**config.mk**
```make
export PLATFORM = sky130hd
export DESIGN_NAME = switch_global_control_register
export DESIGN_NICKNAME = d
export VERILOG_FILES = /design/src/logic/switch_control_pkg.sv /design/src/logic/sync2.sv /design/src/logic/reset_seq.sv /design/src/logic/switch_global_control_register.sv
export VERILOG_INCLUDE_DIRS = /design/src /design/src/logic
export SDC_FILE = /design/constraint.sdc
export NUM_CORES = 1
export LEC_CHECK = 0
export ABC_AREA = 0
export BUFFER_PORTS_ARGS = -buffer_cell sky130_fd_sc_hd__buf_2
export CAP_MARGIN = 10
export CELL_PAD_IN_SITES_DETAIL_PLACEMENT = 0
export CELL_PAD_IN_SITES_GLOBAL_PLACEMENT = 2
export CORE_ASPECT_RATIO = 1.5
export CORE_UTILIZATION = 29
export CTS_BUF_LIST = sky130_fd_sc_hd__clkbuf_4 sky130_fd_sc_hd__clkbuf_8 sky130_fd_sc_hd__clkbuf_16
export DETAILED_ROUTE_END_ITERATION = 12
export MAX_ROUTING_LAYER = met4
export PLACE_DENSITY_LB_ADDON = 0.1
export SLEW_MARGIN = 20
export SYNTH_ARGS = -nofsm -noshare
export SYNTH_HDL_FRONTEND = slang
export SYNTH_HIERARCHICAL = 1
export SYNTH_SLANG_ARGS = --single-unit
```
**constraint.sdc**
```tcl
create_clock -name clk -period 3.4 [get_ports clk]
set_input_delay 0.34 -clock clk [delete_from_list [all_inputs] [get_ports clk]]
set_output_delay 0.34 -clock clk [all_outputs]
set_load 0.02 [all_outputs]
```
**src/logic/switch_control_regs.svh**
```systemverilog
// Register offset, field positions, reset values and timing for the switch control register
`ifndef CTRL_REGS_SVH
`define CTRL_REGS_SVH
`define CTRL_OFF 12'h32c
`define CTRL_B_FUND 0
`define CTRL_B_HOT 1
`define CTRL_B_HOLD 2
`define CTRL_B_UNLOCK 3
`define CTRL_B_PB_UNLOCK 4
`define CTRL_B_LINKDOWN 5
`define CTRL_B_SKIP 6
`define CTRL_B_ORDER 7
`define CTRL_B_PEER 8
`define CTRL_B_CUTTHRU 14
`define CTRL_B_LOCKIGN 15
`define CTRL_B_WAKE_DIR 16
`define CTRL_B_AUX_EN 17
`define CTRL_B_BCAST 18
`define CTRL_RST_FIELD 1'b0
`define CTRL_RST_WAKE_DIR 1'b0
`define CTRL_RST_UNLOCK 1'b0
`define CTRL_RST_RDATA 32'h0000_0000
`define CTRL_CLK_MHZ 100
`define CTRL_RST_TIME_NS 1000
`define CTRL_RST_CYC ((`CTRL_RST_TIME_NS * `CTRL_CLK_MHZ + 999) / 1000)
`endif

```
**src/logic/switch_control_pkg.sv**
```systemverilog
// Types shared by the switch control register and its reset sequencer
package ctrl_pkg;
  // Reset sequencer states, one-hot
  typedef enum logic [4:0] {
    S_FUND = 5'b00001,
    S_HOT = 5'b00010,
    S_EEP = 5'b00100,
    S_HALT = 5'b01000,
    S_RUN = 5'b10000
  } seq_state_t;
endpackage

```
**src/logic/sync2.sv**
```systemverilog
// Two-flop synchroniser for pin inputs
`timescale 1ns/1ps
`default_nettype none
module sync2 #(
  parameter int W = 1
) (
  input wire logic clk,
  input wire logic [W-1:0] d,
  output logic [W-1:0] q
);
  // First stage, read only by the second; no reset so pins are valid at release
  logic [W-1:0] meta_q;
  always_ff @(posedge clk) begin
    meta_q <= d;
    q <= meta_q;
  end
endmodule
`default_nettype wire

```
**src/logic/reset_seq.sv**
```systemverilog
// Fundamental / hot reset sequencer with EEPROM step and reset hold
`timescale 1ns/1ps
`default_nettype none
`include "switch_control_regs.svh"
module reset_seq
  import ctrl_pkg::*;
(
  input wire logic clk,
  input wire logic rst_b,
  input wire logic fund_req,
  input wire logic hot_req,
  input wire logic eeprom_mode,
  input wire logic skip_eeprom,
  input wire logic eeprom_done,
  input wire logic hold,
  output seq_state_t state_q,
  output logic eep_start
);
  // Reset pulse length counter
  logic [7:0] cnt_q;
  seq_state_t state_d;
  logic cnt_done;

  assign cnt_done = (cnt_q == 8'(`CTRL_RST_CYC - 1));

  // Next state: fundamental beats hot, hot is ignored while fundamental runs
  always_comb begin
    state_d = state_q;
    unique case (state_q)
      S_FUND: begin
        if (cnt_done) begin
          state_d = eeprom_mode ? S_EEP : (hold ? S_HALT : S_RUN);
        end
      end
      S_HOT: begin
        if (fund_req) begin
          state_d = S_FUND;
        end else if (cnt_done) begin
          // EEPROM step left out on request, whatever the mode
          state_d = (eeprom_mode && !skip_eeprom) ? S_EEP : (hold ? S_HALT : S_RUN);
        end
      end
      S_EEP: begin
        if (fund_req) begin
          state_d = S_FUND;
        end else if (hot_req) begin
          state_d = S_HOT;
        end else if (eeprom_done) begin
          state_d = hold ? S_HALT : S_RUN;
        end
      end
      S_HALT: begin
        if (fund_req) begin
          state_d = S_FUND;
        end else if (hot_req) begin
          state_d = S_HOT;
        end else if (!hold) begin
          state_d = S_RUN;
        end
      end
      S_RUN: begin
        // Hold has no effect once running; only a new reset revisits it
        if (fund_req) begin
          state_d = S_FUND;
        end else if (hot_req) begin
          state_d = S_HOT;
        end
      end
      default: state_d = S_FUND;
    endcase
  end

  // State register; power-on enters a fundamental reset
  always_ff @(posedge clk) begin
    if (!rst_b) begin
      state_q <= S_FUND;
    end else begin
      state_q <= state_d;
    end
  end

  // Counter restarts on every state change
  always_ff @(posedge clk) begin
    if (!rst_b || state_d != state_q) begin
      cnt_q <= 8'h00;
    end else if (!cnt_done) begin
      cnt_q <= cnt_q + 8'h01;
    end
  end

  assign eep_start = (state_d == S_EEP) && (state_q != S_EEP);
endmodule
`default_nettype wire

```
**src/logic/switch_global_control_register.sv**
```systemverilog
// Switch global control register with reset sequencing and switch-wide controls
`timescale 1ns/1ps
`default_nettype none
`include "switch_control_regs.svh"
module switch_global_control_register
  import ctrl_pkg::*;
(
  input wire logic clk,
  input wire logic rst_b,
  input wire logic reg_wr_en,
  input wire logic reg_rd_en,
  input wire logic [11:0] reg_addr,
  input wire logic [31:0] reg_wdata,
  output logic [31:0] reg_rdata_q,
  output logic reg_rvalid_q,
  input wire logic fund_reset_pin_b,
  input wire logic reset_hold_pin,
  input wire logic eeprom_mode_pin,
  input wire logic aux_power_disable_pin,
  input wire logic wake_pin_in,
  output logic wake_pin_out_q,
  output logic wake_pin_oe_b_q,
  output logic wake_event_q,
  input wire logic wake_req,
  input wire logic link_down,
  input wire logic hot_reset_in,
  input wire logic eeprom_done,
  input wire logic eeprom_error,
  input wire logic eeprom_hold_set,
  output logic fundamental_reset_q,
  output logic hot_reset_q,
  output logic switch_reset_q,
  output logic eeprom_init_start_q,
  output logic protected_write_unlock_q,
  output logic power_budget_unlock_q,
  output logic linkdown_hot_reset_disable_q,
  output logic hot_reset_eeprom_skip_q,
  output logic relaxed_ordering_disable_q,
  output logic peer_traffic_disable_q,
  output logic cut_through_disable_q,
  output logic lock_semantics_ignore_q,
  output logic broadcast_discard_q,
  output logic wake_pin_direction_q,
  output logic aux_power_enable_q
);
  // Synchronised pins
  logic fund_pin_b_s;
  logic hold_pin_s;
  logic eep_mode_s;
  logic aux_dis_s;
  logic wake_s;
  // Register state not brought out
  logic reset_hold_q;
  logic fund_pulse_q;
  logic hot_pulse_q;
  logic por_pend_q;
  // Decode and sequencer wires
  logic wr_hit;
  logic fund_req;
  logic hot_req;
  logic in_fund;
  logic eep_start;
  seq_state_t seq_state;

  // Pins cross into the core clock through two flops
  sync2 #(
    .W(5)
  ) i_sync2 (
    .clk(clk),
    .d({fund_reset_pin_b, reset_hold_pin, eeprom_mode_pin, aux_power_disable_pin, wake_pin_in}),
    .q({fund_pin_b_s, hold_pin_s, eep_mode_s, aux_dis_s, wake_s})
  );

  // Word access to this register's offset, used for writes and reads
  function automatic logic hit(input logic en, input logic [11:0] a);
    hit = en && (a == `CTRL_OFF);
  endfunction

  assign wr_hit = hit(reg_wr_en, reg_addr);
  assign in_fund = (seq_state == S_FUND);

  // Reset causes; a link-down hot reset can be masked, others cannot
  assign fund_req = fund_pulse_q || !fund_pin_b_s;
  assign hot_req = hot_pulse_q || hot_reset_in || (link_down && !linkdown_hot_reset_disable_q);

  reset_seq i_reset_seq (
    .clk(clk),
    .rst_b(rst_b),
    .fund_req(fund_req),
    .hot_req(hot_req),
    .eeprom_mode(eep_mode_s),
    .skip_eeprom(hot_reset_eeprom_skip_q),
    .eeprom_done(eeprom_done),
    .hold(reset_hold_q),
    .state_q(seq_state),
    .eep_start(eep_start)
  );

  // Trigger bits are write-one pulses and store nothing readable
  always_ff @(posedge clk) begin
    if (!rst_b) begin
      fund_pulse_q <= 1'b0;
      hot_pulse_q <= 1'b0;
    end else begin
      fund_pulse_q <= wr_hit && reg_wdata[`CTRL_B_FUND];
      hot_pulse_q <= wr_hit && reg_wdata[`CTRL_B_HOT];
    end
  end

  // Sequencer outputs, registered for clean ports
  always_ff @(posedge clk) begin
    if (!rst_b) begin
      fundamental_reset_q <= 1'b1;
      hot_reset_q <= 1'b0;
      switch_reset_q <= 1'b1;
      eeprom_init_start_q <= 1'b0;
    end else begin
      fundamental_reset_q <= in_fund;
      hot_reset_q <= (seq_state == S_HOT);
      switch_reset_q <= (seq_state != S_RUN);
      eeprom_init_start_q <= eep_start;
    end
  end

  // Reset hold: strap during fundamental reset, then software or EEPROM
  always_ff @(posedge clk) begin
    if (!rst_b) begin
      reset_hold_q <= `CTRL_RST_FIELD;
    end else if (in_fund) begin
      reset_hold_q <= hold_pin_s;
    end else if (eeprom_error || eeprom_hold_set) begin
      reset_hold_q <= 1'b1;
    end else if (wr_hit) begin
      reset_hold_q <= reg_wdata[`CTRL_B_HOLD];
    end
  end

  // Unlock: set during fundamental and hot reset so the EEPROM may load locked fields
  always_ff @(posedge clk) begin
    if (!rst_b) begin
      protected_write_unlock_q <= `CTRL_RST_UNLOCK;
    end else if (in_fund || seq_state == S_HOT) begin
      protected_write_unlock_q <= 1'b1;
    end else if (wr_hit) begin
      protected_write_unlock_q <= reg_wdata[`CTRL_B_UNLOCK];
    end
  end

  // Locked field: only writable while unlocked
  always_ff @(posedge clk) begin
    if (!rst_b || in_fund) begin
      power_budget_unlock_q <= `CTRL_RST_FIELD;
    end else if (wr_hit && protected_write_unlock_q) begin
      power_budget_unlock_q <= reg_wdata[`CTRL_B_PB_UNLOCK];
    end
  end

  // Sticky controls: cleared by fundamental reset only, hot reset keeps them
  always_ff @(posedge clk) begin
    if (!rst_b || in_fund) begin
      linkdown_hot_reset_disable_q <= `CTRL_RST_FIELD;
      hot_reset_eeprom_skip_q <= `CTRL_RST_FIELD;
      relaxed_ordering_disable_q <= `CTRL_RST_FIELD;
      peer_traffic_disable_q <= `CTRL_RST_FIELD;
      cut_through_disable_q <= `CTRL_RST_FIELD;
      lock_semantics_ignore_q <= `CTRL_RST_FIELD;
      broadcast_discard_q <= `CTRL_RST_FIELD;
    end else if (wr_hit) begin
      linkdown_hot_reset_disable_q <= reg_wdata[`CTRL_B_LINKDOWN];
      hot_reset_eeprom_skip_q <= reg_wdata[`CTRL_B_SKIP];
      relaxed_ordering_disable_q <= reg_wdata[`CTRL_B_ORDER];
      peer_traffic_disable_q <= reg_wdata[`CTRL_B_PEER];
      cut_through_disable_q <= reg_wdata[`CTRL_B_CUTTHRU];
      lock_semantics_ignore_q <= reg_wdata[`CTRL_B_LOCKIGN];
      broadcast_discard_q <= reg_wdata[`CTRL_B_BCAST];
    end
  end

  // Power-on-only fields survive even a fundamental reset
  always_ff @(posedge clk) begin
    if (!rst_b) begin
      wake_pin_direction_q <= `CTRL_RST_WAKE_DIR;
    end else if (wr_hit) begin
      wake_pin_direction_q <= reg_wdata[`CTRL_B_WAKE_DIR];
    end
  end

  // Aux enable: the strap is caught on the first cycle after power-on release,
  // since a reset branch may only load a constant
  always_ff @(posedge clk) begin
    if (!rst_b) begin
      aux_power_enable_q <= `CTRL_RST_FIELD;
      por_pend_q <= 1'b1;
    end else if (por_pend_q) begin
      aux_power_enable_q <= !aux_dis_s;
      por_pend_q <= 1'b0;
    end else if (wr_hit) begin
      aux_power_enable_q <= reg_wdata[`CTRL_B_AUX_EN];
    end
  end

  // Wake pin: drive only when set as output; enable is active low
  always_ff @(posedge clk) begin
    if (!rst_b) begin
      wake_pin_out_q <= 1'b0;
      wake_pin_oe_b_q <= 1'b1;
      wake_event_q <= 1'b0;
    end else begin
      wake_pin_out_q <= wake_req;
      wake_pin_oe_b_q <= !wake_pin_direction_q;
      wake_event_q <= !wake_pin_direction_q && wake_s;
    end
  end

  // Read port: one-cycle latency, unmapped offsets read zero
  always_ff @(posedge clk) begin
    if (!rst_b) begin
      reg_rdata_q <= `CTRL_RST_RDATA;
      reg_rvalid_q <= 1'b0;
    end else begin
      reg_rvalid_q <= reg_rd_en;
      reg_rdata_q <= `CTRL_RST_RDATA;
      if (hit(reg_rd_en, reg_addr)) begin
        // Triggers and reserved bits read zero
        reg_rdata_q[`CTRL_B_HOLD] <= reset_hold_q;
        reg_rdata_q[`CTRL_B_UNLOCK] <= protected_write_unlock_q;
        reg_rdata_q[`CTRL_B_PB_UNLOCK] <= power_budget_unlock_q;
        reg_rdata_q[`CTRL_B_LINKDOWN] <= linkdown_hot_reset_disable_q;
        reg_rdata_q[`CTRL_B_SKIP] <= hot_reset_eeprom_skip_q;
        reg_rdata_q[`CTRL_B_ORDER] <= relaxed_ordering_disable_q;
        reg_rdata_q[`CTRL_B_PEER] <= peer_traffic_disable_q;
        reg_rdata_q[`CTRL_B_CUTTHRU] <= cut_through_disable_q;
        reg_rdata_q[`CTRL_B_LOCKIGN] <= lock_semantics_ignore_q;
        reg_rdata_q[`CTRL_B_WAKE_DIR] <= wake_pin_direction_q;
        reg_rdata_q[`CTRL_B_AUX_EN] <= aux_power_enable_q;
        reg_rdata_q[`CTRL_B_BCAST] <= broadcast_discard_q;
      end
    end
  end
endmodule
`default_nettype wire

```
==> impl_results.md, run 1 <==
* Status: completed
* Crit-path cells: ha_1 -> or3b_4 -> nor4_2 -> a2111oi_4 -> mux2i_2 -> nor3_1
* Diodes inserted at 0
* Full die area at 8845 um2
* Setup Buffers After CTS at 0
* PortBufs at 71
* CP Launch Type: flip-flop
* Die extent in y at 114.7 um
* First-pass GRT wire length at 9.591 mm
* Post-CTS Resized at 0
* Filler instances at 868
* GRT overflow at 0
* Worst hold-check path type: in2reg
* Post-Synth XOR/XNOR Area at 3.211%
* Inserted Clock Buffers at 9
* DP Wirelength at 4.391 mm
* Met3 wire length at 290 um
* Register Area at 1161 um2
* Area delta synth->final at 26.45%
* VDD IR max at 300.3 uV
* CTS tree: yes
* Post-layout min period at 2311 ps
* Yosys reg bits at 58
* Wire per inst at 13.96 um
* # rows at 40
* Final Setup Violations at 0
* RePlAce Congestion at 0.7403
* Max-cap violations at 0
* DR vias/cell at 4.464
* Initial DRC count at 86
* Layout cells sized above 1 at 31.68%
* Dominant cell type by area after synthesis: dfxtp_1
* Register area share after synthesis at 47.30%
* Clk slew on worst S/H paths at 50 ps
* Synth Area in Adders at 0.5097%
* Critical path class: reg2reg
* Initial antenna violation count at 0
* Final nets at 378
* Worst-skew pair later-pin latency at 330 ps
* H-tree levels at 3
* Slowest library cell on the worst path: mux2i_2
* Unrepaired setup endpoints after global routing: no
* Avg Inst Size Synth at 10.14 um2
* Worst slew margin at 51.04%
* Worst Path Required at 3580 ps
* Fmax at 432.7 MHz
* Final Worst Setup Slack at 1089 ps
* GRT Util Overall at 15.17%
* Largest family of logic cells by synthesized area: simple AND/OR/NAND/NOR gates
* EDFF count, synth at 0
* Top post-synthesis cells by area: dfxtp_1 47%, buf_4 6.4%, mux2i_1 4.1%
* Hold buffer count at CTS at 0
* Pwr Total at 1.588 mW
* Top-area cell type share of the netlist area at 47.30%
* Clock Path Buffers at 2
* WL met1 at 2.249 mm
* Clk_skew at 9.766 ps
* Max Transition Viols Final at 0
* DRC viols at 0
* Multi-input gate area at 1154 um2
* Worst Tran Pin Value at 731.6 ps
* Count of clock tree sinks at 58
* Final hold slack at 116.3 ps
* Mapped cell area at 2455 um2
* Critical Path Max Stage Delay at 490 ps
* Final hold viol count at 0
* Ports at 110
* Warnings from Yosys at 6
* Mux share of post-synthesis cell area at 5.097%
* Core area at 8108 um2
* Pre-antenna DRT Iters at 4
* DR vias at 1906
* Synth Area in Compound Gates at 9.888%
* Pwr/cell area at 511.6 nW/um2
* Main synth FF type: dfxtp_1
* P_leak at 1.473 nW
* Root buf cell: clkbuf_16
* Place WS at 1085 ps
* DRT Wirelength at 5.961 mm
* CP endpoint kind: flip-flop
* Vias in the first global route at 1984
* Initial Util at 30.28%
* Cells after Synth at 242
* Synth Area in Simple Gates at 25.23%
* Distinct cell type count after synthesis at 53
* Setup TNS at 0 ps
* Synth async-reset ratio at 0%
* Antenna-violating nets left at 0
* Fin crit share at 67.98%
* Worst EP arrival at 2490 ps
* Critical-path maximum fanout at 8
* Met2 wire length at 3.271 mm
* Largest net degree at the start of global routing at 16
* Highest metal used: met4
* Die width at 77.12 um
-- cells in the mapped netlist (2+ instances only) --
cell / n
nor4_2: 3
xnor2_1: 4
nand4_1: 2
buf_4: 21
and3_1: 4
and4bb_1: 2
nor3_1: 12
a211o_1: 2
nor4b_1: 2
nor2b_1: 4
nand2b_1: 2
xor2_1: 5
dfxtp_1: 58
nand2_1: 12
buf_2: 4
a21oi_1: 3
o21ai_0: 9
nor2_1: 21
and2_1: 15
nand3_1: 6
and4_1: 2
o211a_1: 2
mux2i_1: 10
inv_1: 8
-- through the flow --
stage,cell area (um2),utilization [%],cells
global placement,2839,35.02,412
floorplan,2526,-,261
CTS,3104,38.29,427
detailed placement,2839,35.02,412
finish,3104,38.29,427
global route,3104,38.29,427
-- final timing paths --
| check | from | end | slack [ps] | cells after the start |
|---|---|---|---|---|
| worst max-delay path | i_reset_seq/cnt_q[0] | i_reset_seq/cnt_q[5] | 1090 | 6 |
| worst min register to register | i_sync2/meta_q[1] | i_sync2/q[1] | 320 | 0 |
| worst max register to register | i_reset_seq/cnt_q[0] | i_reset_seq/cnt_q[5] | 1090 | 6 |
| worst min-delay path | eeprom_mode_pin | i_sync2/meta_q[2] | 120 | 1 |
-- registers in the layout, indices dropped and copies added (netlist names), 5 cells and up --
name	flops
reg_rdata_q	12
i_reset_seq/cnt_q	8
i_reset_seq/state_q	5
i_sync2/meta_q	5
i_sync2/q	5
-- critical path: cells and delay by family (launching register included) --
family | cells | cell delay (ps)
AND/OR/NAND/NOR | 3 | 950
multiplexers | 1 | 490
flip-flops | 1 | 380
adder cells (fa/ha/maj) | 1 | 250
AO/OA/AOI/OAI | 1 | 100
-- routing by layer --
layer  track usage [%]  vias up
li1                  -      953
met1             14.59      899
met2             26.73       43
met3             4.622       11
met4             8.679        0
met5                 -        -
-- area by class of cell --
type                    count  share of cell area, %
clock buffers              12                  7.981
clock inverters             3                 0.5643
inverters                   8                 0.9674
multi-input cells         169                  37.16
flip-flops and latches     58                  37.40
well taps                 105                  4.232
repair buffers             72                  11.69
-- cells in the final DEF, fill, tap and decap left out, drive strengths merged, types with 4 or more instances in the layout --
cell | Yosys | layout
buf | 25 | 72
dfxtp | 58 | 58
nor2 | 22 | 22
conb | 1 | 20
and2 | 15 | 15
nand2 | 13 | 13
nor3 | 12 | 12
clkbuf | 1 | 12
mux2i | 11 | 11
o21ai | 9 | 9
inv | 8 | 8
nand3 | 6 | 6
xor2 | 5 | 5
and3 | 4 | 4
nor2b | 4 | 4
xnor2 | 4 | 4
nor4 | 4 | 4
-- kinds of logic (layout without fill, tap and decap cells) --
kind of cell / after synthesis / in the layout
AO/OA/AOI/OAI: 28 / 28
multiplexers: 12 / 12
flip-flops: 58 / 58
other: 1 / 20
XOR/XNOR: 9 / 9
adder cells (fa/ha/maj): 1 / 1
AND/OR/NAND/NOR: 99 / 99
buffers and inverters: 34 / 95
-- power breakdown --
group          switching, mW  internal, mW
Sequential           0.00906         0.695
Combinational         0.0510        0.0324
Clock                  0.292         0.509
Total                  0.352          1.24
Note: power is estimated with default switching activity, not from simulation.
==> run 2, diff against run 1 <==
ABC_AREA = 1   (was 0)
CORE_UTILIZATION = 23   (was 29)
clock period = 1.85 ns   (was 3.4 ns; I/O delays follow)
==> run 2 against run 1 <==
Compared with the run above:
- clock skew is 4.1 ps lower
- register-to-register slack got worse by 970 ps
- area after synthesis rose by 8.6%
- total power increased by 120%
- die area increased by 36%
- largest cell class is now multi-input gates
- highest routed layer unchanged
==> impl_results.md, run 2 <==
* Final nets at 550
* Met3 wire length at 294 um
* Final Setup Violations at 0
* Clk slew on worst S/H paths at 50 ps
* Hold Crit Depth at 3
* Final Worst Setup Slack at 114.3 ps
* Ports at 110
* Reg2reg end: i_reset_seq/cnt_q[5]
* Critical Path Max Stage Delay at 350 ps
* Final hold viol count at 0
* Filler instances at 1274
* Area delta synth->final at 48.76%
* DR vias/cell at 3.945
* Initial antenna violation count at 0
* RePlAce Congestion at 0.7684
* Pwr Total at 3.523 mW
* Mux share of post-synthesis cell area at 0.3754%
* Layout cells sized above 1 at 40.00%
* Worst R2R Path Depth at 11
* Synth async-reset ratio at 0%
* Clk_skew at 5.642 ps
* Worst hold start: wake_req
* Inserted Clock Buffers at 9
* # rows at 47
* Post-Synth XOR/XNOR Area at 1.971%
* Register Area at 1171 um2
* Core area at 11170 um2
* Worst EP arrival at 2000 ps
* Pre-antenna DRT Iters at 4
* DP Wirelength at 5.987 mm
* Synth cell count leaders: 73 x nand2_1, 58 x dfxtp_1, 49 x inv_1
* WL met1 at 3.204 mm
* Met2 wire length at 4.107 mm
* Die width at 89.91 um
* DRC viols at 0
* Fmax at 576.1 MHz
* Flop-to-flop setup slack at 110 ps
* Synth Area in Adders at 0.4693%
* Full die area at 12040 um2
* Cells after Synth at 362
* Vias in the first global route at 2471
* Critical-path maximum fanout at 8
* Most frequent cells in the layout: 71 x buf_2, 68 x nand2_1, 50 x dfxtp_1, 47 x inv_1, 46 x buf_4
* First-pass GRT wire length at 12.32 mm
* Top-area cell type share of the netlist area at 43.55%
* Antenna-violating nets left at 0
* CP endpoint kind: flip-flop
* H-tree levels at 3
* Distinct cell type count after synthesis at 30
* GRT overflow at 0
* Clock Path Buffers at 2
* Highest metal used: met4
* Place WS at -30.96 ps
* Mapped cell area at 2666 um2
* Top Registers: reg_rdata_q x12, i_reset_seq/cnt_q x8
* Worst Path Required at 2110 ps
* Max-cap violations at 0
* P_leak at 1.933 nW
* R2r startpoint: i_reset_seq/state_q[3]
* Yosys reg bits at 58
* Avg Inst Size Synth at 7.365 um2
* Status: completed
* Max Transition Viols Final at 0
* Biggest register: reg_rdata_q
* Largest family of logic cells by synthesized area: simple AND/OR/NAND/NOR gates
* Dominant cell type by area after synthesis: dfxtp_1
* Root buf cell: clkbuf_16
* DR vias at 2533
* Top post-synthesis cells by area: dfxtp_1 44%, nand2_1 10%, inv_1 6.9%
* Crit-path cells: nor2_4 -> nand2_1 -> nor2_2 -> nand3_1 -> nand2_1 -> nor2_2 -> nand3_2 -> nand3_2 -> nor2_4 -> nand3_4 -> nor2_2
* Main synth FF type: dfxtp_1
* Diodes inserted at 0
* Wire per inst at 12.04 um
* Post-layout min period at 1736 ps
* Fin crit share at 93.82%
* Worst-skew pair later-pin latency at 330 ps
* Most common cell after layout, fill and taps aside: buf_2
* EDFF count, synth at 0
* GRT Util Overall at 13.90%
* Initial DRC count at 102
* Initial Util at 23.86%
* VDD IR max at 377.7 uV
* Die extent in y at 133.9 um
* DRT Wirelength at 7.732 mm
* Multi-input gate area at 1306 um2
* Slowest library cell on the worst path: dfxtp_2
* Worst hold-check path type: in2reg
* Largest net degree at the start of global routing at 15
* Count leader, synth: nand2_1
* Worst Hold Path EP: wake_pin_out_q
* Synth Area in Compound Gates at 4.927%
* Critical path's most frequent cell: nor2_2
* CTS tree: yes
* PortBufs at 71
* Count of clock tree sinks at 58
* Register area share after synthesis at 43.55%
* Synth Area in Simple Gates at 34.16%
* CP Launch Type: flip-flop
* Warnings from Yosys at 6
* Pwr/cell area at 888.3 nW/um2
* Critical path class: reg2reg
* Largest register FFs at 12
run 2: changes by cell type after synthesis, sizes merged, moves of 4 or more:
cell,previous run,this run
mux2i,11,1
nand4,2,10
o21ai,9,4
inv,8,53
nor4,4,0
nor2b,4,0
nand2,13,78
and3,4,0
nand3,6,35
and2,15,0
a21oi,3,18
nor2,22,61
nor3,12,4
run 2: how the worst max path moves through the flow:
| stage | start | endpoint |
|---|---|---|
| after floorplan | linkdown_hot_reset_disable_q | i_reset_seq/cnt_q[0] |
| after global placement | i_reset_seq/cnt_q[0] | i_reset_seq/cnt_q[2] |
| after detailed placement | i_reset_seq/cnt_q[0] | i_reset_seq/cnt_q[3] |
| after CTS | i_reset_seq/state_q[3] | i_reset_seq/cnt_q[1] |
| after global routing | i_reset_seq/state_q[4] | i_reset_seq/cnt_q[5] |
| final | i_reset_seq/state_q[3] | i_reset_seq/cnt_q[5] |
run 2: final cells by class:
type | count | area share (%)
multi-input combinational | 245 | 32.93
sequential | 58 | 29.53
timing repair buffer | 122 | 18.93
clock buffer | 13 | 7.066
inverter | 54 | 5.174
tap | 147 | 4.637
clock inverter | 3 | 1.735
run 2: repair_timing:
| action | CTS | global route |
|---|---|---|
| resized for setup | 2 | 36 |
| hold buffers | 5 | 0 |
| hold endpoints to repair | 5 | 0 |
| buffers inserted | 0 | 3 |
| pin swaps | 0 | 12 |
| endpoints found under the setup margin | 8 | 8 |
run 2: worst max-delay path, delay by kind of cell, from the launching register on:
kind,cells,cell delay [ps]
flip-flops,1,350
AND/OR/NAND/NOR,11,1320
run 2: stage by stage:
stage                     cells  hold slack [ps]  setup TNS, ps  instance area [um2]  util [%]
after detailed placement    618            290.2         -214.6                 3418     30.59
after floorplan             381            212.7              0                 2738         -
final                       642            45.56              0                 3966     35.50
after global placement      618            287.9         -86.69                 3418     30.59
after global routing        642            35.26         -13.60                 3966     35.50
after CTS                   639            37.24              0                 3827     34.26
run 2: cells by family (layout without fill, tap and decap cells):
kind of cell,count (synthesis),after routing
simple gates,192,192
compound gates,25,25
fa+ha+maj,1,1
flops,58,58
xor+xnor,6,6
other cells,1,20
mux,1,1
buf+inv,78,192
run 2: power by group:
| group | total (mW) | internal (mW) | switching [mW] |
|---|---|---|---|
| Combinational | 0.299 | 0.124 | 0.175 |
| Sequential | 1.31 | 1.29 | 0.0233 |
| Clock | 1.91 | 1.33 | 0.587 |
| Total | 3.52 | 2.74 | 0.786 |
run 2: metal layers:
layer | vias to the layer above | track usage, %
li1 | 1348 | -
met2 | 67 | 24.66
met4 | 0 | 5.108
met5 | - | -
met1 | 1109 | 15.05
met3 | 9 | 3.345
==> run 3, diff against run 2 <==
==> constraint.sdc (replaced) <==
create_clock -name clk -period 1.85 [get_ports clk]
set_input_delay 0.37 -clock clk [delete_from_list [all_inputs] [get_ports clk]]
set_output_delay 0.37 -clock clk [all_outputs]
set_load 0.02 [all_outputs]
==> run 3 against run 2 <==
Compared with the run above:
- non-clock buffer count down 20
- count of clock-buffer cells in the layout down 3
- routed wire length up 0.72%
- first-iteration DRC count down 2.0%
- clock skew about the same
- total power down 10%
==> impl_results.md, run 3 (same netlist as run 2, synthesis figures left out) <==
* Status: completed
* Critical-path maximum fanout at 8
* Post-layout min period at 1789 ps
* Biggest register: reg_rdata_q
* Core area at 11170 um2
* DRC viols at 0
* Root buf cell: clkbuf_16
* CP endpoint kind: flip-flop
* DRT Wirelength at 7.788 mm
* Count of clock tree sinks at 58
* Initial DRC count at 100
* Ports at 110
* Worst EP arrival at 2060 ps
* Largest register FFs at 12
* Die width at 89.91 um
* Vias in the first global route at 2495
* Largest net degree at the start of global routing at 13
* Initial antenna violation count at 0
* Final nets at 530
* Post-layout utilization of the core at 33.08%
* DR vias/cell at 4.061
* PortBufs at 71
* Critical path class: reg2reg
* Final hold slack at 138.8 ps
* Unrepaired setup endpoints after global routing: yes
* Final hold viol count at 0
* Clk slew on worst S/H paths at 60 ps
* Diodes inserted at 0
* Worst-skew pair later-pin latency at 330 ps
* DR vias at 2526
* Worst Path Required at 2120 ps
* # rows at 47
* Antenna-violating nets left at 0
* Most frequent cells in the layout: 72 x nand2_1, 71 x buf_2, 54 x dfxtp_1, 47 x inv_1, 34 x nor2_1
* GRT overflow at 0
* Full die area at 12040 um2
* Fmax at 558.9 MHz
* RePlAce Congestion at 0.7723
* Top Registers: reg_rdata_q x12, i_reset_seq/cnt_q x8
* CP Launch Type: flip-flop
* GRT Util Overall at 14.12%
* DP Wirelength at 6.090 mm
* Inserted Clock Buffers at 9
* P_leak at 1.789 nW
* Die extent in y at 133.9 um
* First-pass GRT wire length at 12.36 mm
* Final Setup Violations at 0
* Area delta synth->final at 38.62%
* Fin crit share at 96.72%
* Wire per inst at 12.52 um
* Hold buffer count at CTS at 0
* CTS tree: yes
* VDD IR max at 384.7 uV
* Design area at 3696 um2
* Setup TNS at 0 ps
* Clock Path Buffers at 2
* Initial Util at 23.86%
* Pre-antenna DRT Iters at 4
* Max Transition Viols Final at 0
* H-tree levels at 3
* Layout cells sized above 1 at 35.79%
* Max-cap violations at 0
* Pwr/cell area at 854.5 nW/um2
* Clk_skew at 5.492 ps
* Worst hold-check path type: in2reg
* Most common cell after layout, fill and taps aside: nand2_1
* Cell Area, Placed at 3326 um2
run 3: changes by cell type in the layout (fill, tap and decap cells not counted), sizes merged:
cell	before	now
buf	117	102
clkinvlp	0	3
inv	53	54
dlygate4sd3	5	0
bufinv	2	0
clkinv	2	3
clkbuf	13	10
run 3: what timing repair did:
item	in CTS	in global routing
gates resized for setup	4	19
pin swaps	1	12
buffers inserted	0	2
setup endpoints to repair	8	8
run 3: worst paths after layout:
kind / from / slack (ps) / to / cells after the start
setup / recovery: i_reset_seq/cnt_q[1] / 60 / i_reset_seq/cnt_q[3] / 12
hold / removal: reset_hold_pin / 140 / i_sync2/meta_q[3] / 1
setup reg to reg: i_reset_seq/cnt_q[1] / 60 / i_reset_seq/cnt_q[3] / 12
hold reg to reg: i_sync2/meta_q[4] / 330 / i_sync2/q[4] / 0
run 3: cell type report:
class	count	area, um2
clock inverters	6	41.29
well taps	147	183.9
fillers	1292	7477
repair buffers	102	600.6
inverters	54	202.7
flip-flops and latches	58	1166
clock buffers	10	239.0
multi-input cells	245	1262
run 3: metrics by stage:
step / total power [mW] / cells / worst slack [ps]
CTS: 3.198 / 620 / 10.30
global placement: 1.597 / 604 / -48.64
floorplan: 1.509 / 381 / 159.3
finish: 3.158 / 622 / 60.75
detailed placement: 1.600 / 604 / -84.27
global route: 3.306 / 622 / -109.9
run 3: where the power goes:
| part | total [mW] | leakage [nW] | internal [mW] | switching [mW] |
|---|---|---|---|---|
| clock network | 1.57 | 0.131 | 0.941 | 0.626 |
| registers | 1.31 | 0.475 | 1.29 | 0.0243 |
| logic | 0.282 | 1.18 | 0.110 | 0.172 |
run 3: critical path: stages, from the launching register on:
cell and delay (ps):
dfxtp_2 350, ha_4 150, buf_4 110, nand3_2 90, nor2_4 190, nand2_1 90, nand3_2 70, nand2_1 70
a21oi_1 120, nand2_1 70, nor2_2 130, nand3_4 160, nor2_2 130
run 3: layer usage:
layer | part of all wire [%] | vias up | track usage [%]
met5 | 0 | - | -
met3 | 5.1 | 14 | 3.288
met2 | 54 | 84 | 25.64
met1 | 38 | 1120 | 13.83
met4 | 2.6 | 0 | 7.796
li1 | - | 1308 | -
